## config.mk

```make
export PLATFORM = sky130hd
export DESIGN_NAME = hmc_media_regs
export DESIGN_NICKNAME = d
export VERILOG_FILES = /design/src/core/hmc_trigger.v /design/src/core/hmc_media_regs.v
export VERILOG_INCLUDE_DIRS = /design/src /design/src/core
export SDC_FILE = /design/constraint.sdc
export NUM_CORES = 1
export LEC_CHECK = 0
export BUFFER_PORTS_ARGS = -buffer_cell sky130_fd_sc_hd__buf_2
export CAP_MARGIN = 20
export CORE_ASPECT_RATIO = 1.75
export CORE_MARGIN = 2
export CORE_UTILIZATION = 50
export CTS_CLUSTER_SIZE = 25
export DETAILED_ROUTE_END_ITERATION = 12
export PLACE_DENSITY = 0.7
export SLEW_MARGIN = 10
export SYNTH_ARGS = -nofsm -noshare
export SYNTH_HDL_FRONTEND = slang
export SYNTH_SLANG_ARGS = --single-unit
```

## constraint.sdc

```tcl
create_clock -name clk_sys -period 3.9 [get_ports clk_sys]
set_input_delay 0.195 -clock clk_sys [delete_from_list [all_inputs] [get_ports clk_sys]]
set_output_delay 0.195 -clock clk_sys [all_outputs]
set_load 0.05 [all_outputs]
```

## src/core/hmc_regs.vh

```
// Byte offsets, fixed codes and reset values of the media control register bank.
// Assumes one 8-bit register byte per offset; multi-byte fields are stored high byte first.
`ifndef HMC_REGS_VH
`define HMC_REGS_VH

`define HMC_OFS_KEY_CODE      8'h4F
`define HMC_OFS_AUD_CMD       8'h50
`define HMC_OFS_AUD_TRACK     8'h51
`define HMC_OFS_AUD_VOL_REQ   8'h53
`define HMC_OFS_AUD_VOL       8'h54
`define HMC_OFS_AUD_STATE     8'h55
`define HMC_OFS_DB_REQ        8'h56
`define HMC_OFS_DB_DIR        8'h57
`define HMC_OFS_DB_START      8'h58
`define HMC_OFS_VAR_START     8'h5C
`define HMC_OFS_DB_COUNT      8'h5E
`define HMC_OFS_VID_REQ       8'h60
`define HMC_OFS_VID_TYPE      8'h61
`define HMC_OFS_VID_POS       8'h62
`define HMC_OFS_VID_TRACK     8'h66
`define HMC_OFS_VID_VOL_REQ   8'h68
`define HMC_OFS_VID_VOL       8'h69
`define HMC_OFS_VID_PLAY      8'h6A
`define HMC_OFS_VID_HALT      8'h6B
`define HMC_OFS_VID_NEXT      8'h6C
`define HMC_OFS_VID_STATE     8'h6D
`define HMC_OFS_CAL_TRIG      8'hEA
`define HMC_OFS_CURVE_CLR     8'hEB
`define HMC_OFS_SW_RESET      8'hEE
`define HMC_OFS_TOUCH_ENTRY   8'hF9

`define HMC_CODE_APPLY        8'h5A
`define HMC_CODE_AUD_PLAY     8'h5B
`define HMC_CODE_AUD_STOP     8'h5C
`define HMC_CODE_DIR_TO_DB    8'h50
`define HMC_CODE_DIR_FROM_DB  8'hA0
`define HMC_CODE_CURVE_ALL    8'h55
`define HMC_CODE_CURVE_CH0    8'h56
`define HMC_CODE_CURVE_CH7    8'h5D
`define HMC_CODE_SW_RESET     16'h5AA5
`define HMC_VID_SRC_INTERNAL  8'h00
`define HMC_VID_SRC_REMOVABLE 8'h01
`define HMC_VID_SRC_SEQUENCE  8'h02

`define HMC_RST_AUD_VOL       8'h40
`define HMC_RST_VID_VOL       8'h3F
`define HMC_AUD_VOL_MAX       8'h40
`define HMC_VID_VOL_MAX       8'h3F
`define HMC_AUD_TRACK_MAX     16'h0FFF

`endif

```

## src/core/hmc_trigger.v

```verilog
// One self-clearing request byte with a start pulse and a busy flag.
// Assumes the parent qualifies fire with the documented code and the engine answers with done.
`default_nettype none

module hmc_trigger (
    input  wire       clk_sys,
    input  wire       rst,
    input  wire       wr_en,
    input  wire [7:0] wr_data,
    input  wire       fire,
    input  wire       done,
    output reg  [7:0] value,
    output reg        start,
    output reg        busy
);

    always @(posedge clk_sys) begin
        if (rst) begin
            value <= 8'h00;
            start <= 1'b0;
            busy  <= 1'b0;
        end else begin
            start <= fire & ~busy;
            if (fire && !busy) begin
                busy <= 1'b1;
            end else if (done) begin
                busy <= 1'b0;
            end
            // A host write in the cycle of done wins, so a fresh request is never lost.
            if (wr_en) begin
                value <= wr_data;
            end else if (done && busy) begin
                value <= 8'h00;
            end
        end
    end

endmodule

`default_nettype wire

```

## src/core/hmc_media_regs.v

```verilog
// Upper media control register bank: key, audio, database, video, touch and reset triggers.
// Assumes a serial command decoder delivers byte reads and writes and marks each write
// command's end with cmd_end, and that media engines answer requests with done strobes.
`include "hmc_regs.vh"
`default_nettype none

module hmc_media_regs (
    input  wire        clk_sys,
    input  wire        rst,
    input  wire        reg_wr,
    input  wire        reg_rd,
    input  wire [7:0]  reg_addr,
    input  wire [7:0]  reg_wdata,
    input  wire        cmd_end,
    output reg  [7:0]  reg_rdata,
    output reg         reg_rvalid,
    output wire [7:0]  key_code,
    output wire        key_fire,
    input  wire        key_done,
    output reg         audio_play,
    output reg         audio_stop,
    output reg  [15:0] audio_track,
    output reg  [7:0]  audio_volume,
    input  wire        audio_playing,
    output wire        db_start,
    output reg         db_to_database,
    output reg  [31:0] db_start_word,
    output reg  [15:0] db_var_word,
    output reg  [15:0] db_word_count,
    input  wire        db_done,
    output wire        video_start,
    output reg  [7:0]  video_source,
    output reg  [15:0] video_x,
    output reg  [15:0] video_y,
    output reg         video_centre,
    output reg  [15:0] video_track,
    input  wire        video_done,
    output reg  [7:0]  video_volume,
    output reg         video_toggle,
    output reg         video_halt,
    output reg         video_next,
    input  wire [1:0]  video_state,
    input  wire        touch_entry_active,
    output reg         touch_exit,
    output wire        cal_start,
    input  wire        cal_done,
    output wire        curve_start,
    output reg  [7:0]  curve_channels,
    input  wire        curve_done,
    output reg         soft_reset
);

    reg  [15:0] aud_track_reg;
    reg  [7:0]  aud_cmd_reg;
    reg  [7:0]  aud_vol_req;
    reg  [7:0]  aud_vol_reg;
    reg  [7:0]  db_dir_reg;
    reg  [31:0] db_start_reg;
    reg  [15:0] var_start_reg;
    reg  [15:0] db_count_reg;
    reg  [7:0]  vid_type_reg;
    reg  [31:0] vid_pos_reg;
    reg  [15:0] vid_track_reg;
    reg  [7:0]  vid_vol_req;
    reg  [7:0]  vid_vol_reg;
    reg  [7:0]  vid_play_reg;
    reg  [7:0]  vid_halt_reg;
    reg  [7:0]  vid_next_reg;
    reg  [15:0] sw_reset_reg;
    reg         in_sequence;
    reg  [7:0]  next_rdata;
    wire        rst_all;
    wire [7:0]  db_req;
    wire [7:0]  vid_req;
    wire [7:0]  cal_req;
    wire [7:0]  curve_req;
    wire        key_busy;
    wire        db_busy;
    wire        vid_busy;
    wire        cal_busy;
    wire        curve_busy;
    wire        db_fire;
    wire        vid_fire;
    wire        curve_fire;
    wire        key_go;

    // The software reset also returns this bank to its power-up values.
    assign rst_all = rst | soft_reset;

    function wr_at;
        input       we;
        input [7:0] addr;
        input [7:0] ofs;
        begin
            wr_at = we && (addr == ofs);
        end
    endfunction

    // Replaces one byte of a big-endian multi-byte field; idx 0 is the high byte.
    function [31:0] put_byte;
        input [31:0] old;
        input [1:0]  idx;
        input [7:0]  data;
        reg   [31:0] tmp;
        begin
            tmp = old;
            tmp[8 * (3 - idx) +: 8] = data;
            put_byte = tmp;
        end
    endfunction

    function in_field;
        input [7:0] addr;
        input [7:0] base;
        input [2:0] len;
        begin
            in_field = (addr >= base) && (addr < base + {5'h00, len});
        end
    endfunction

    function [7:0] curve_mask;
        input [7:0] code;
        begin
            if (code == `HMC_CODE_CURVE_ALL) begin
                curve_mask = 8'hFF;
            end else if (code >= `HMC_CODE_CURVE_CH0 && code <= `HMC_CODE_CURVE_CH7) begin
                curve_mask = 8'h01 << (code - `HMC_CODE_CURVE_CH0);
            end else begin
                curve_mask = 8'h00;
            end
        end
    endfunction

    // Requests act only once the whole write command has landed, so the
    // parameters written after the trigger byte in the same command are used.
    assign key_go     = cmd_end && (key_code != 8'h00);
    assign db_fire    = cmd_end && (db_req == `HMC_CODE_APPLY) && (db_count_reg != 16'h0000)
                        && (db_dir_reg == `HMC_CODE_DIR_TO_DB
                            || db_dir_reg == `HMC_CODE_DIR_FROM_DB);
    assign vid_fire   = cmd_end && (vid_req == `HMC_CODE_APPLY)
                        && (vid_type_reg <= `HMC_VID_SRC_SEQUENCE);
    assign curve_fire = cmd_end && (curve_mask(curve_req) != 8'h00);

    hmc_trigger u_key (
        .clk_sys (clk_sys),
        .rst     (rst_all),
        .wr_en   (wr_at(reg_wr, reg_addr, `HMC_OFS_KEY_CODE)),
        .wr_data (reg_wdata),
        .fire    (key_go),
        .done    (key_done),
        .value   (key_code),
        .start   (key_fire),
        .busy    (key_busy)
    );

    hmc_trigger u_db (
        .clk_sys (clk_sys),
        .rst     (rst_all),
        .wr_en   (wr_at(reg_wr, reg_addr, `HMC_OFS_DB_REQ)),
        .wr_data (reg_wdata),
        .fire    (db_fire),
        .done    (db_done),
        .value   (db_req),
        .start   (db_start),
        .busy    (db_busy)
    );

    hmc_trigger u_vid (
        .clk_sys (clk_sys),
        .rst     (rst_all),
        .wr_en   (wr_at(reg_wr, reg_addr, `HMC_OFS_VID_REQ)),
        .wr_data (reg_wdata),
        .fire    (vid_fire),
        .done    (video_done),
        .value   (vid_req),
        .start   (video_start),
        .busy    (vid_busy)
    );

    hmc_trigger u_cal (
        .clk_sys (clk_sys),
        .rst     (rst_all),
        .wr_en   (wr_at(reg_wr, reg_addr, `HMC_OFS_CAL_TRIG)),
        .wr_data (reg_wdata),
        .fire    (cmd_end && cal_req == `HMC_CODE_APPLY),
        .done    (cal_done),
        .value   (cal_req),
        .start   (cal_start),
        .busy    (cal_busy)
    );

    hmc_trigger u_curve (
        .clk_sys (clk_sys),
        .rst     (rst_all),
        .wr_en   (wr_at(reg_wr, reg_addr, `HMC_OFS_CURVE_CLR)),
        .wr_data (reg_wdata),
        .fire    (curve_fire),
        .done    (curve_done),
        .value   (curve_req),
        .start   (curve_start),
        .busy    (curve_busy)
    );

    // Host byte writes into the parameter and one-shot bytes.
    always @(posedge clk_sys) begin
        if (rst_all) begin
            aud_cmd_reg   <= 8'h00;
            aud_track_reg <= 16'h0000;
            aud_vol_req   <= 8'h00;
            aud_vol_reg   <= `HMC_RST_AUD_VOL;
            db_dir_reg    <= 8'h00;
            db_start_reg  <= 32'h0000_0000;
            var_start_reg <= 16'h0000;
            db_count_reg  <= 16'h0000;
            vid_type_reg  <= `HMC_VID_SRC_INTERNAL;
            vid_pos_reg   <= 32'h0000_0000;
            vid_track_reg <= 16'h0000;
            vid_vol_req   <= 8'h00;
            vid_vol_reg   <= `HMC_RST_VID_VOL;
            vid_play_reg  <= 8'h00;
            vid_halt_reg  <= 8'h00;
            vid_next_reg  <= 8'h00;
            sw_reset_reg  <= 16'h0000;
        end else if (reg_wr) begin
            if (reg_addr == `HMC_OFS_AUD_CMD) aud_cmd_reg <= reg_wdata;
            if (reg_addr == `HMC_OFS_AUD_TRACK) aud_track_reg[15:8] <= reg_wdata;
            if (reg_addr == `HMC_OFS_AUD_TRACK + 8'h01) aud_track_reg[7:0] <= reg_wdata;
            if (reg_addr == `HMC_OFS_AUD_VOL_REQ) aud_vol_req <= reg_wdata;
            if (reg_addr == `HMC_OFS_AUD_VOL) aud_vol_reg <= reg_wdata;
            if (reg_addr == `HMC_OFS_DB_DIR) db_dir_reg <= reg_wdata;
            if (in_field(reg_addr, `HMC_OFS_DB_START, 3'd4)) begin
                db_start_reg <= put_byte(db_start_reg, reg_addr[1:0], reg_wdata);
            end
            if (reg_addr == `HMC_OFS_VAR_START) var_start_reg[15:8] <= reg_wdata;
            if (reg_addr == `HMC_OFS_VAR_START + 8'h01) var_start_reg[7:0] <= reg_wdata;
            if (reg_addr == `HMC_OFS_DB_COUNT) db_count_reg[15:8] <= reg_wdata;
            if (reg_addr == `HMC_OFS_DB_COUNT + 8'h01) db_count_reg[7:0] <= reg_wdata;
            if (reg_addr == `HMC_OFS_VID_TYPE) vid_type_reg <= reg_wdata;
            if (in_field(reg_addr, `HMC_OFS_VID_POS, 3'd4)) begin
                vid_pos_reg <= put_byte(vid_pos_reg, reg_addr[1:0] - 2'd2, reg_wdata);
            end
            if (reg_addr == `HMC_OFS_VID_TRACK) vid_track_reg[15:8] <= reg_wdata;
            if (reg_addr == `HMC_OFS_VID_TRACK + 8'h01) vid_track_reg[7:0] <= reg_wdata;
            if (reg_addr == `HMC_OFS_VID_VOL_REQ) vid_vol_req <= reg_wdata;
            if (reg_addr == `HMC_OFS_VID_VOL) vid_vol_reg <= reg_wdata;
            if (reg_addr == `HMC_OFS_VID_PLAY) vid_play_reg <= reg_wdata;
            if (reg_addr == `HMC_OFS_VID_HALT) vid_halt_reg <= reg_wdata;
            if (reg_addr == `HMC_OFS_VID_NEXT) vid_next_reg <= reg_wdata;
            if (reg_addr == `HMC_OFS_SW_RESET) sw_reset_reg[15:8] <= reg_wdata;
            if (reg_addr == `HMC_OFS_SW_RESET + 8'h01) sw_reset_reg[7:0] <= reg_wdata;
        end else if (cmd_end) begin
            // One-shot bytes are consumed by the command end whatever they held.
            aud_cmd_reg  <= 8'h00;
            aud_vol_req  <= 8'h00;
            vid_vol_req  <= 8'h00;
            vid_play_reg <= 8'h00;
            vid_halt_reg <= 8'h00;
            vid_next_reg <= 8'h00;
            sw_reset_reg <= 16'h0000;
        end
    end

    // Actions started at the end of a write command; the touch exit starts on its own byte write.
    always @(posedge clk_sys) begin
        if (rst_all) begin
            audio_play     <= 1'b0;
            audio_stop     <= 1'b0;
            audio_track    <= 16'h0000;
            audio_volume   <= `HMC_RST_AUD_VOL;
            video_volume   <= `HMC_RST_VID_VOL;
            video_toggle   <= 1'b0;
            video_halt     <= 1'b0;
            video_next     <= 1'b0;
            touch_exit     <= 1'b0;
            db_to_database <= 1'b0;
            db_start_word  <= 32'h0000_0000;
            db_var_word    <= 16'h0000;
            db_word_count  <= 16'h0000;
            video_source   <= `HMC_VID_SRC_INTERNAL;
            video_x        <= 16'h0000;
            video_y        <= 16'h0000;
            video_centre   <= 1'b1;
            video_track    <= 16'h0000;
            in_sequence    <= 1'b0;
            curve_channels <= 8'h00;
        end else begin
            audio_play   <= cmd_end && aud_cmd_reg == `HMC_CODE_AUD_PLAY
                            && aud_track_reg <= `HMC_AUD_TRACK_MAX;
            audio_stop   <= cmd_end && aud_cmd_reg == `HMC_CODE_AUD_STOP;
            video_toggle <= cmd_end && vid_play_reg == `HMC_CODE_APPLY;
            // Next in a single-play mode ends the video rather than advancing.
            video_next   <= cmd_end && vid_next_reg == `HMC_CODE_APPLY && in_sequence;
            video_halt   <= cmd_end && (vid_halt_reg == `HMC_CODE_APPLY
                            || (vid_next_reg == `HMC_CODE_APPLY && !in_sequence));
            touch_exit   <= wr_at(reg_wr, reg_addr, `HMC_OFS_TOUCH_ENTRY)
                            && reg_wdata == 8'h00 && touch_entry_active;
            if (cmd_end && aud_cmd_reg == `HMC_CODE_AUD_PLAY
                && aud_track_reg <= `HMC_AUD_TRACK_MAX) begin
                audio_track <= aud_track_reg;
            end
            if (cmd_end && aud_vol_req == `HMC_CODE_APPLY
                && aud_vol_reg <= `HMC_AUD_VOL_MAX) begin
                audio_volume <= aud_vol_reg;
            end
            if (cmd_end && vid_vol_req == `HMC_CODE_APPLY
                && vid_vol_reg <= `HMC_VID_VOL_MAX) begin
                video_volume <= vid_vol_reg;
            end
            // Transfer parameters are latched so the host may reload them meanwhile.
            if (db_fire && !db_busy) begin
                db_to_database <= (db_dir_reg == `HMC_CODE_DIR_TO_DB);
                db_start_word  <= db_start_reg;
                db_var_word    <= var_start_reg;
                db_word_count  <= db_count_reg;
            end
            if (vid_fire && !vid_busy) begin
                video_source <= vid_type_reg;
                video_x      <= vid_pos_reg[31:16];
                video_y      <= vid_pos_reg[15:0];
                video_centre <= (vid_pos_reg == 32'h0000_0000);
                in_sequence  <= (vid_type_reg == `HMC_VID_SRC_SEQUENCE);
                video_track  <= (vid_type_reg == `HMC_VID_SRC_SEQUENCE)
                                ? 16'h0000 : vid_track_reg;
            end
            if (curve_fire && !curve_busy) begin
                curve_channels <= curve_mask(curve_req);
            end
        end
    end

    // Software reset pulses for one cycle; it uses only the plain reset so it ends.
    always @(posedge clk_sys) begin
        if (rst) begin
            soft_reset <= 1'b0;
        end else begin
            soft_reset <= cmd_end && !soft_reset && sw_reset_reg == `HMC_CODE_SW_RESET;
        end
    end

    // Write-only bytes and multi-byte parameter fields read back as zero; direction and source type read their stored value, volumes the applied one.
    always @* begin
        next_rdata = 8'h00;
        case (reg_addr)
            `HMC_OFS_AUD_STATE:   next_rdata = {7'h00, audio_playing};
            `HMC_OFS_DB_REQ:      next_rdata = db_req;
            `HMC_OFS_VID_REQ:     next_rdata = vid_req;
            `HMC_OFS_VID_STATE:   next_rdata = {6'h00, video_state};
            `HMC_OFS_TOUCH_ENTRY: next_rdata = {7'h00, touch_entry_active};
            `HMC_OFS_KEY_CODE:    next_rdata = key_code;
            `HMC_OFS_CAL_TRIG:    next_rdata = cal_req;
            `HMC_OFS_CURVE_CLR:   next_rdata = curve_req;
            `HMC_OFS_DB_DIR:      next_rdata = db_dir_reg;
            `HMC_OFS_VID_TYPE:    next_rdata = vid_type_reg;
            `HMC_OFS_AUD_VOL:     next_rdata = audio_volume;
            `HMC_OFS_VID_VOL:     next_rdata = video_volume;
            default:              next_rdata = 8'h00;
        endcase
    end

    always @(posedge clk_sys) begin
        if (rst_all) begin
            reg_rdata  <= 8'h00;
            reg_rvalid <= 1'b0;
        end else begin
            reg_rvalid <= reg_rd;
            if (reg_rd) begin
                reg_rdata <= next_rdata;
            end
        end
    end

endmodule

`default_nettype wire

```

### Word level (Yosys, flattened, before mapping)

Index checks and enable logic that the tools add are counted.

* flip-flop bits (word level): 453
* bits in latches: 0
* RAM bits: 0
* memory bits (read-only): 0
* input port bits: 30
* logic and storage cells: 276
* memories kept: 0

* add/sub/neg operators: 6
* multipliers: 0
* divide/modulo/power cells: 0
* order comparisons: 10
* equal/unequal tests: 51
* shifts and indexed selects: 5
* multiplexer cells: 43
* bitwise logic cells: 11
* reduce and logical (&&, ||, !) cells: 90

Operators with widths (count)
* 8-bit by 7-bit equality test with 1-bit output, second input constant: 35
* 8-bit two-way mux: 27
* 8-bit one-hot mux with 12 select lines: 1
* 32-bit negation with 34-bit output: 2
* 8-bit by 34-bit variable shift with 32-bit output, first input constant: 2
* 8-bit by 34-bit variable part select with 32-bit output: 2
* 32-bit bitwise mux: 2
* 8-bit equality test, second input constant: 6
* 16-bit two-way mux: 3
* 2-bit AND reduction: 22
* 1-bit logical AND: 43
* 32-bit logical NOT: 1
* 8-bit by 7-bit greater-or-equal comparator with 1-bit output, second input constant: 3
* 2-bit nonzero test: 11
* 16-bit by 15-bit equality test with 1-bit output, second input constant: 1
* 16-bit by 12-bit less-or-equal comparator with 1-bit output, second input constant: 1
* 8-bit by 7-bit less-or-equal comparator with 1-bit output, second input constant: 2
* 8-bit by 7-bit less-than comparator with 1-bit output, second input constant: 2
* 2-bit by 1-bit != test with 1-bit output, second input constant: 8
* 16-bit nonzero test: 1
* 8-bit nonzero test: 2
* 1-bit two-way mux: 10
* 8-bit by 2-bit equality test with 1-bit output, second input constant: 1
* 8-bit by 2-bit less-or-equal comparator with 1-bit output, second input constant: 1
* other kinds (11): 27

### Longest topological paths before layout

Gate-level depths: netlist (run 1).

* depth in word-level cells: 8
* gate-level depth with buffers: 9

### By module

Synthesis (run 1) repeated with hierarchy kept, for this count alone.

* cells, all modules: 2020
* area, all modules: 17839.6 um^2

Modules (own cells, without submodules)
* hmc_media_regs: instances 1, cells an instance 1820, area each 15994.1 um^2, seq. area each 8067.7 um^2
* hmc_trigger: instances 5, cells an instance 40, area each 369.1 um^2, seq. area each 200.2 um^2

### Worst setup path after synthesis (run 1)

OpenSTA, ideal clock, no wires.

* kind: input to register
* start: in reg_addr[1]
* end: reg vid_pos_reg[15]
* arrival: 1.710 ns
* data required time: 3.830 ns
* setup slack: 2.120 ns
* cell stages on the path: 8
* buffers on the path: 2
* cells stage by stage: inv_1 ha_1 buf_1 or2_2 clkbuf_1 nor2_1 nand3_1 a21oi_1

* word-level cells in the longest chain between the ends: 5

Ends and longest elaborated chain
* start, declared: RTL line hmc_media_regs.v:12 `input wire [7:0] reg_addr,`
* 2-bit subtractor: RTL line hmc_media_regs.v:240 `vid_pos_reg <= put_byte(vid_pos_reg, reg_addr[1:0] - 2'd2, reg_wdata);`
* 2-bit by 2-bit subtractor with 3-bit output: RTL line hmc_media_regs.v:107 `tmp[8 * (3 - idx) +: 8] = data;`
* 32-bit negation with 34-bit output: RTL line hmc_media_regs.v:107
* 8-bit by 34-bit variable part select with 32-bit output / 8-bit by 34-bit variable shift with 32-bit output (equally long branches): RTL line hmc_media_regs.v:107
* 32-bit bitwise mux: RTL line hmc_media_regs.v:107
* end signal, assigned: RTL line hmc_media_regs.v:240
* end, declared: RTL line hmc_media_regs.v:62 `reg [31:0] vid_pos_reg;`

Several ways; a longest one is shown, not always the timed one.
A chain may end at the register's enable or synchronous reset.

### Worst setup path in the final report (run 1)

* start: in reg_addr[0]
* end: reg reg_rdata[1]

* word-level cells in the longest chain between the ends: 2

Ends and longest elaborated chain
* 8-bit by 7-bit equality test with 1-bit output / 8-bit equality test (equally long branches): RTL line hmc_media_regs.v:343 `case (reg_addr)`
* 8-bit one-hot mux with 12 select lines (*): RTL line hmc_media_regs.v:343
* end signal, assigned: RTL line hmc_media_regs.v:367 `reg_rdata <= next_rdata;`
* end, declared: RTL line hmc_media_regs.v:15 `output reg [7:0] reg_rdata,`

Mark *: on every way between the ends. The rest lies on a longest branch, timed or not.

==> flow_metrics.tcl, run 1 <==
set metrics [dict create \
    outcome "finished, final reports clean" \
    synth_ff_type "dfxtp_1" \
    dr.pass1.iters 6 \
    cts_buffers 41 \
    ant_nets 0 \
    clockRootBuffer "clkbuf_16" \
    rr_startpoint "u_vid.value[3]" \
    max-vdd-ir-drop_mv 0.334 \
    wl_met3_um 2770 \
    antenna_found_initial 0 \
    wl_met2_um 26800 \
    max_freq_mhz 415 \
    top_layer_used "met4" \
    clkLatencyLatePin_ns 0.57 \
    post-route-drc-count 0 \
    clk_pin_slew_ns 0.06 \
    worst_pin_slew_ns 1.07 \
    ys_seq_area_share_pct 51.1 \
    synthCells 1976 \
    end_kind "register" \
    core-area_sq_um 35100 \
    crit_arrival_ns 2.86 \
    fin_skew_ns 0.0212 \
    rows 91 \
    postCtsSetupRepairBufs 0 \
    synth_seq_cells 453 \
    dieHeight_um 253 \
    grt_max_degree 112 \
    finalMaxSlewViolations 0 \
    cts_buffer_depth 3 \
    drt_iter0_markers 1141 \
    postCtsHoldBufs 7 \
    p_total_uw 9270 \
    critical_path_class "in2reg" \
    yosys_warnings 0 \
    maxSlewHeadroom_pct 28.9 \
    hold-path-endpoint "touch_exit" \
    r2r_cells 4 \
    final_cells 2588 \
    final_cell_mix "453 x dfxtp_1, 261 x nor2_1, 221 x buf_2" \
    seq_area_sq_um 9070 \
    p_leak_uw 0.00867 \
    min_period_over_period_pct 61.7 \
    grt_usage_pct 27.2 \
    fin_tns_setup_ns 0 \
    reg2reg_slack_ns 1.50 \
    maxCapViolations 0 \
    synth_edf_count 0 \
    min_from "touch_entry_active" \
    hold_path_depth 3 \
    rsz0062_at_grt "false" \
    rr_endpoint "video_centre" \
    grt_pass1_wl_um 80300 \
    cp_max_fo 22 \
    syn_nets 2013 \
    routedWlPerCell_um 20.1 \
    final_core_util_pct 58.2 \
    drive_gt1_share_pct 16.3 \
    syn_avg_cell_area_sq_um 8.98 \
    cp.required_ns 4.35 \
    hold_violations 0 \
    antennaDiodeCount 0 \
    grt_pass1_vias 14400 \
    fin_crit_ns 2.41 \
    cts-resized-gates 0 \
    syn_to_final_growth_pct 15.1 \
    fill_cells 3218 \
    via_per_inst 5.79 \
    min_path_type "in2reg" \
    yosysUniqueCellTypes 75 \
    dpl.hpwl_um 34900 \
    syn_area_sq_um 17700 \
    final_nets 2128 \
    die_x_um 146 \
    cts_tree "built" \
    start_kind "primary input" \
    wl_met1_um 20200 \
    dieArea_sq_um 37100 \
    numPortBuffers 220 \
    initial_utilization_pct 50.6 \
    clock_sinks 453 \
    async_flop_share_pct 0 \
    hold_slack_ns 0.0552 \
    layout_commonest_cell "dfxtp_1" \
    grt_remaining_overflow 0 \
    vias 15000 \
    setup_viol 0 \
    cts.htree.levels 2 \
    power_per_cell_area_nw_per_um2 454 \
    wl_um 52000 \
    multi_input_area_sq_um 7960 \
    io_pins 221 \
    place_congestion 0.916 \
    placed_cells 2505 \
]
[cells by family (layout without fill, tap and decap cells)]
family | after synthesis | after routing | synth area share [%]
AOI/OAI and AO/OA | 319 | 319 | 11.5
and+or+nand+nor | 839 | 839 | 22.7
xor gates and xnor gates | 1 | 1 | 0.0494
muxes | 175 | 175 | 9.87
buffers and inverters | 182 | 329 | 4.22
adders and majority gates | 7 | 7 | 0.494
DFF | 453 | 453 | 51.1
[worst max-delay path by stage]
stage / endpoint / from / slack [ns]
6_report: reg_rdata[1] / reg_addr[0] / 1.49
5_1_grt: reg_rdata[1] / reg_addr[0] / 1.30
3_3_place_gp: reg_rdata[1] / reg_addr[0] / 1.05
4_1_cts: db_start_word[20] / db_dir_reg[5] / 1.49
3_5_place_dp: u_curve.value[7] / reg_addr[0] / 1.04
2_1_floorplan: vid_pos_reg[15] / reg_addr[1] / 2.12
[worst max-delay path, stage by stage]
cell,delay (ns)
buf_2,0.31
ha_1,0.90
inv_1,0.20
a2111oi_0,0.55
or4b_1,0.23
nand2_1,0.19
a221oi_1,0.27
[routing by layer]
layer  up-vias  global-route usage (%)
li1       7117                       -
met1      7257                    31.7
met2       483                    49.9
met3       128                    3.51
met4         0                    11.7
met5         -                       0
[report_power, final]
part	internal [uW]	switching, uW	total [uW]
clock network	2490	1810	4300
logic	63.7	279	342
registers	4630	2.62	4630
total	7180	2090	9270
[area by class of cell]
type / count / share of cell area, %
well taps: 465 / 2.85
clock inverters: 23 / 1.44
inverters: 10 / 0.184
flip-flops and latches: 453 / 44.4
multi-input cells: 1341 / 39.0
repair buffers: 244 / 6.53
clock buffers: 52 / 5.57
[Yosys cell counts (all sizes together) (3+ instances only)]
cell	number	share of area, %
buf	40	1.2
o211a	4	0.23
nor2	263	5.6
a221oi	4	0.20
nand4	15	0.53
o32ai	3	0.15
nand3	123	3.5
nor4bb	7	0.39
or2	7	0.25
dfxtp	453	51
a211oi	5	0.21
inv	10	0.21
nor3b	3	0.13
mux2i	175	9.9
a222oi	5	0.28
a21oi	190	5.4
nand3b	18	0.76
ha	7	0.49
nor4	29	1.1
nor3	52	1.5
clkbuf	132	2.8
a2111oi	4	0.23
a22oi	56	2.4
nor2b	5	0.18
and3	26	0.92
and3b	5	0.25
or4b	3	0.17
nand4bb	4	0.25
nand2	223	4.8
and2	21	0.74
a221o	6	0.34
nand4b	7	0.38
nand2b	13	0.46
a22o	8	0.39
o221a	8	0.51
nor4b	7	0.38
[through the flow]
| stage | area [sq um] | setup slack (ns) |
|---|---|---|
| after floorplan | 17700 | 2.12 |
| after global placement | 18900 | 1.05 |
| after detailed placement | 18900 | 1.04 |
| after CTS | 20400 | 1.49 |
| after global routing | 20400 | 1.30 |
| final | 20400 | 1.49 |
(Power assumes the default switching activity.)
==> run 2: changes to the inputs <==
- PLACE_DENSITY: 0.7 -> 0.73
- clock period: 3.9 -> 2.2 ns (I/O delays scaled with it)
==> flow_metrics.tcl, run 2 (synthesis results as in run 1) <==
set metrics [dict create \
    outcome "finished, final reports clean" \
    wl_um 53400 \
    p_leak_uw 0.00900 \
    fill_cells 3086 \
    end_kind "register" \
    rsz0062_at_grt "false" \
    cts-resized-gates 0 \
    clockRootBuffer "clkbuf_16" \
    post-route-drc-count 0 \
    grt_pass1_vias 14900 \
    final_cell_mix "453 x dfxtp_1, 261 x nor2_1, 220 x nand2_1, 220 x buf_2, 190 x a21oi_1" \
    worst_pin_slew_ns 0.727 \
    hold_slack_ns 0.0608 \
    grt_usage_pct 27.8 \
    fin_skew_ns 0.0174 \
    dpl.hpwl_um 37300 \
    dieHeight_um 253 \
    routedWlPerCell_um 20.1 \
    die_x_um 146 \
    fin_crit_ns 2.08 \
    hold_violations 0 \
    cts_buffer_depth 3 \
    power_per_cell_area_nw_per_um2 763 \
    postCtsSetupRepairBufs 0 \
    io_pins 221 \
    antenna_found_initial 1 \
    syn_to_final_growth_pct 18.2 \
    grt_max_degree 102 \
    drt_iter0_markers 1117 \
    drive_gt1_share_pct 18.4 \
    layout_commonest_cell "dfxtp_1" \
    start_kind "register" \
    final_core_util_pct 59.8 \
    finalMaxSlewViolations 0 \
    fin_tns_setup_ns 0 \
    final_cells 2660 \
    vias 15400 \
    grt_remaining_overflow 0 \
    cp.required_ns 2.65 \
    clock_sinks 453 \
    crit_arrival_ns 2.53 \
    final_nets 2200 \
    cp_max_fo 38 \
    core-area_sq_um 35100 \
    min_period_over_period_pct 94.4 \
    setup_viol 0 \
    maxCapViolations 0 \
    ant_nets 0 \
    cts.htree.levels 2 \
    maxSlewHeadroom_pct 51.3 \
    grt_pass1_wl_um 82000 \
    max_freq_mhz 481 \
    place_congestion 0.956 \
    initial_utilization_pct 50.6 \
    p_total_uw 16000 \
    critical_path_class "reg2reg" \
    min_path_type "in2reg" \
    dieArea_sq_um 37100 \
    via_per_inst 5.79 \
    cts_buffers 41 \
    clk_pin_slew_ns 0.06 \
    cts_tree "built" \
    max-vdd-ir-drop_mv 0.737 \
    clkLatencyLatePin_ns 0.55 \
    dr.pass1.iters 9 \
    placed_cells 2573 \
    numPortBuffers 220 \
    rows 91 \
]
## run 2: changes by cell type in the layout (fill, tap and decap cells not counted), sizes merged
cell	previous run	this run
clkinvlp	1	2
buf	237	304
clkinv	12	9
inv	14	11
dlygate4sd3	7	12
clkbuf	52	59
bufinv	6	2
diode	0	2
## run 2: power by group
group / switching, uW / internal [uW]
Sequential: 4.37 / 8200
Combinational: 513 / 178
Clock: 3100 / 4010
Total: 3620 / 12400
## run 2: layer usage
| metal | global-route usage (%) | vias up | part of all wire [%] |
|---|---|---|---|
| li1 | - | 7284 | - |
| met1 | 31.1 | 7372 | 37 |
| met2 | 51.9 | 598 | 52 |
| met3 | 3.15 | 159 | 5.4 |
| met4 | 13.7 | 0 | 5.3 |
| met5 | 0 | - | 0 |
## run 2: timing repair
| action | CTS | global route |
|---|---|---|
| setup endpoints to repair | 0 | 0 |
| endpoints found under the hold margin | 30 | 0 |
| hold buffers | 12 | 0 |
## run 2: cell type report
cell class / instances / area (sq um) / area share (%)
antenna: 2 / 5.00 / 0.0239
clock buffer: 59 / 1180 / 5.65
clock inverter: 14 / 146 / 0.698
inverter: 10 / 37.5 / 0.179
multi-input combinational: 1341 / 7950 / 37.9
sequential: 453 / 9070 / 43.2
tap: 465 / 582 / 2.77
timing repair buffer: 316 / 2000 / 9.54
## run 2: worst max-delay path, cell delays in order, from the launching register on
cell	delay [ns]
dfxtp_1	0.41
nor4bb_1	0.44
nand2_1	0.18
or3_2	0.49
buf_12	0.19
o311ai_1	0.27
## run 2: stage by stage
stage	setup WS [ns]	cell area, sq um
final	0.123	21000
after CTS	0.165	21000
after detailed placement	0.114	19500
after global placement	0.139	19500
after floorplan	0.443	17700
after global routing	0.0812	21000
## run 2: worst paths after layout
kind                                         start           end  slack, ns  depth (start not counted)
worst max-delay path                u_vid.value[3]  video_centre       0.12                          5
worst min-delay path            touch_entry_active    touch_exit       0.06                          4
worst max register to register      u_vid.value[3]  video_centre       0.12                          5
worst min register to register         in_sequence    video_next       0.45                          2
==> run 3: changes to the inputs <==
- ABC_AREA: unset -> 1
==> flow_metrics.tcl, run 3 <==
set metrics [dict create \
    final_core_util_pct 60.2 \
    ant_nets 0 \
    fill_cells 3205 \
    p_seq_share_pct 51.1 \
    multi_input_area_sq_um 7490 \
    vias 17000 \
    postCtsSetupRepairBufs 0 \
    reg2reg_slack_ns 0.15 \
    rr_startpoint "db_count_reg[4]" \
    fin_tns_setup_ns 0 \
    seq_area_sq_um 9070 \
    yosys.area.top_type "dfxtp_1" \
    cp.required_ns 2.68 \
    via_per_inst 5.62 \
    synth_ff_type "dfxtp_1" \
    yosys.area.top_type_share_pct 50.8 \
    critical_path_class "reg2reg" \
    core-area_sq_um 35200 \
    cpMostUsedCell "nand2_1" \
    power_per_cell_area_nw_per_um2 758 \
    p_switching_uw 3680 \
    p_leak_uw 0.00877 \
    routedWlPerCell_um 19.4 \
    dr.pass1.iters 6 \
    max_stage_delay_ns 0.37 \
    swShare_pct 22.9 \
    synth_edf_count 0 \
    worst_pin_slew_ns 0.758 \
    maxCapViolations 0 \
    setup_viol 0 \
    die_x_um 147 \
    syn_to_final_growth_pct 18.7 \
    cp_cell_sequence "nor4_1 -> nand4_1 -> nand2_1 -> inv_2 -> nand2_1 -> buf_12 -> o21ai_0 -> nor2_1" \
    cts_buffers 41 \
    min_from "video_state[1]" \
    maxSlewHeadroom_pct 49.0 \
    outcome "finished, final reports clean" \
    wl_um 58700 \
    cts_tree "built" \
    synth.area.top_cells "dfxtp_1 51%, a21oi_1 11%, nand2_1 9.0%" \
    rsz0062_at_grt "false" \
    grt_pass1_wl_um 88500 \
    syn_nets 2334 \
    dpl.hpwl_um 42200 \
    rows 91 \
    dieHeight_um 254 \
    cp_max_fo 63 \
    crit_family "simple AND/OR/NAND/NOR gates" \
    cts.htree.levels 2 \
    yosys.cell_count.top_type "dfxtp_1" \
    rr_endpoint "db_start_word[1]" \
    dieArea_sq_um 37300 \
    syn_area_sq_um 17800 \
    synthCells 2297 \
    crit_slowest_cell "nor4_1" \
    min_period_over_period_pct 93.2 \
    drive_gt1_share_pct 17.3 \
    finalMaxSlewViolations 0 \
    path_buf_inv 2 \
    cts_buffer_depth 3 \
    yosysUniqueCellTypes 51 \
    clkLatencyLatePin_ns 0.56 \
    place_congestion 0.977 \
    drt_iter0_markers 1305 \
    grt_pass1_vias 16200 \
    end_kind "register" \
    io_pins 221 \
    antenna_found_initial 3 \
    initial_utilization_pct 50.7 \
    grt_usage_pct 30.5 \
    internal_power_uw 12400 \
    final_nets 2571 \
    final_cell_mix "453 x dfxtp_1, 428 x nand2_1, 380 x a21oi_1" \
    post-route-drc-count 0 \
    numPortBuffers 220 \
    start_kind "register" \
    clockRootBuffer "clkbuf_16" \
    clock_sinks 453 \
    fin_skew_ns 0.0151 \
    clk_pin_slew_ns 0.07 \
    hold_path_depth 7 \
    grt_max_degree 105 \
    async_flop_share_pct 0 \
    min_path_type "in2reg" \
    layout_commonest_cell "dfxtp_1" \
    ys_seq_area_share_pct 50.8 \
    r2r_cells 8 \
    max_freq_mhz 488 \
    p_comb_share_pct 4.4 \
    pwr-share-clk_pct 44.4 \
    hold-path-endpoint "reg_rdata[1]" \
    yosys_warnings 0 \
    max-vdd-ir-drop_mv 0.584 \
    synth_seq_cells 453 \
    synth_commonest_cells "453 x dfxtp_1, 429 x nand2_1, 380 x a21oi_1" \
    hold_violations 0 \
    crit_arrival_ns 2.53 \
    fin_crit_ns 2.05 \
    grt_remaining_overflow 0 \
    syn_avg_cell_area_sq_um 7.77 \
]
## run 3: cell count changes after synthesis, sizes merged, moves of 21 or more
cell | previous run | this run
nand2 | 223 | 437
a22oi | 56 | 0
o21ai | 2 | 231
and2 | 21 | 0
nor3 | 52 | 15
nand4 | 15 | 36
nand3 | 123 | 61
inv | 10 | 176
nor2 | 263 | 215
a21oi | 190 | 390
mux2i | 175 | 0
clkbuf | 132 | 72
## run 3: how the worst max path moves through the flow
| stage | start | to | slack [ns] | cells past startpoint |
|---|---|---|---|---|
| 2_1_floorplan | reg_addr[0] | vid_next_reg[0] | 0.20 | 10 |
| 3_3_place_gp | reg_addr[0] | reg_rdata[4] | 0.09 | 12 |
| 3_5_place_dp | reg_addr[0] | reg_rdata[4] | 0.13 | 12 |
| 4_1_cts | db_count_reg[4] | db_start_word[1] | 0.16 | 8 |
| 5_1_grt | db_count_reg[4] | db_start_word[31] | 0.03 | 8 |
| 6_report | db_count_reg[4] | db_start_word[1] | 0.15 | 8 |
## run 3: cell families after synthesis
kind of cell | share of synthesized area, %
AOI/OAI and AO/OA | 21.0
DFF | 50.8
buffers and inverters | 7.29
and+or+nand+nor | 20.4
adders and majority gates | 0.491
## run 3: tightest hold or removal path: cells and delay by family
kind / cells / cell delay [ns]
AOI/OAI and AO/OA: 2 / 0.14
buffers and inverters: 1 / 0.10
and+or+nand+nor: 4 / 0.20
## run 3: cell type report
class	instances	area share, %
antenna	3	0.0354
timing repair buffer	321	9.41
inverter	192	3.42
multi-input combinational	1525	35.3
clock inverter	13	0.478
sequential	453	42.8
clock buffer	58	5.77
tap	465	2.75
## run 3: repair_timing
action | 4_1_cts | 5_1_grt
endpoints found under the hold margin | 40 | 0
hold buffers | 14 | 0
resized for setup | 0 | 0
## run 3: power by group through the flow
stage / Combinational (uW) / Clock, uW / Sequential [uW]
after floorplan: 358 / 0 / 8400
after global placement: 663 / 0 / 8400
after detailed placement: 668 / 0 / 8400
after CTS: 690 / 7210 / 8210
after global routing: 750 / 7500 / 8210
final: 713 / 7130 / 8210
## run 3: stage by stage
stage / setup slack (ns) / total power, uW / area [sq um] / hold WS (ns) / instances
global route: 0.0252 / 16500 / 21200 / 0.0801 / 3028
floorplan: 0.202 / 8760 / 17800 / 0.228 / 2297
finish: 0.149 / 16100 / 21200 / 0.0482 / 3030
CTS: 0.159 / 16100 / 21200 / 0.0270 / 3027
detailed placement: 0.125 / 9070 / 19700 / 0.360 / 2942
global placement: 0.0913 / 9060 / 19700 / 0.362 / 2942
## run 3: layer usage
layer / vias to the layer above / track usage, % / part of all wire, % / wire (um)
met5: - / 0 / 0.017 / 10
met4: 2 / 22.4 / 7.8 / 4600
met3: 217 / 4.49 / 6.2 / 3660
met2: 695 / 54.1 / 50 / 29300
met1: 7940 / 32.9 / 36 / 21100
li1: 8176 / - / - / -
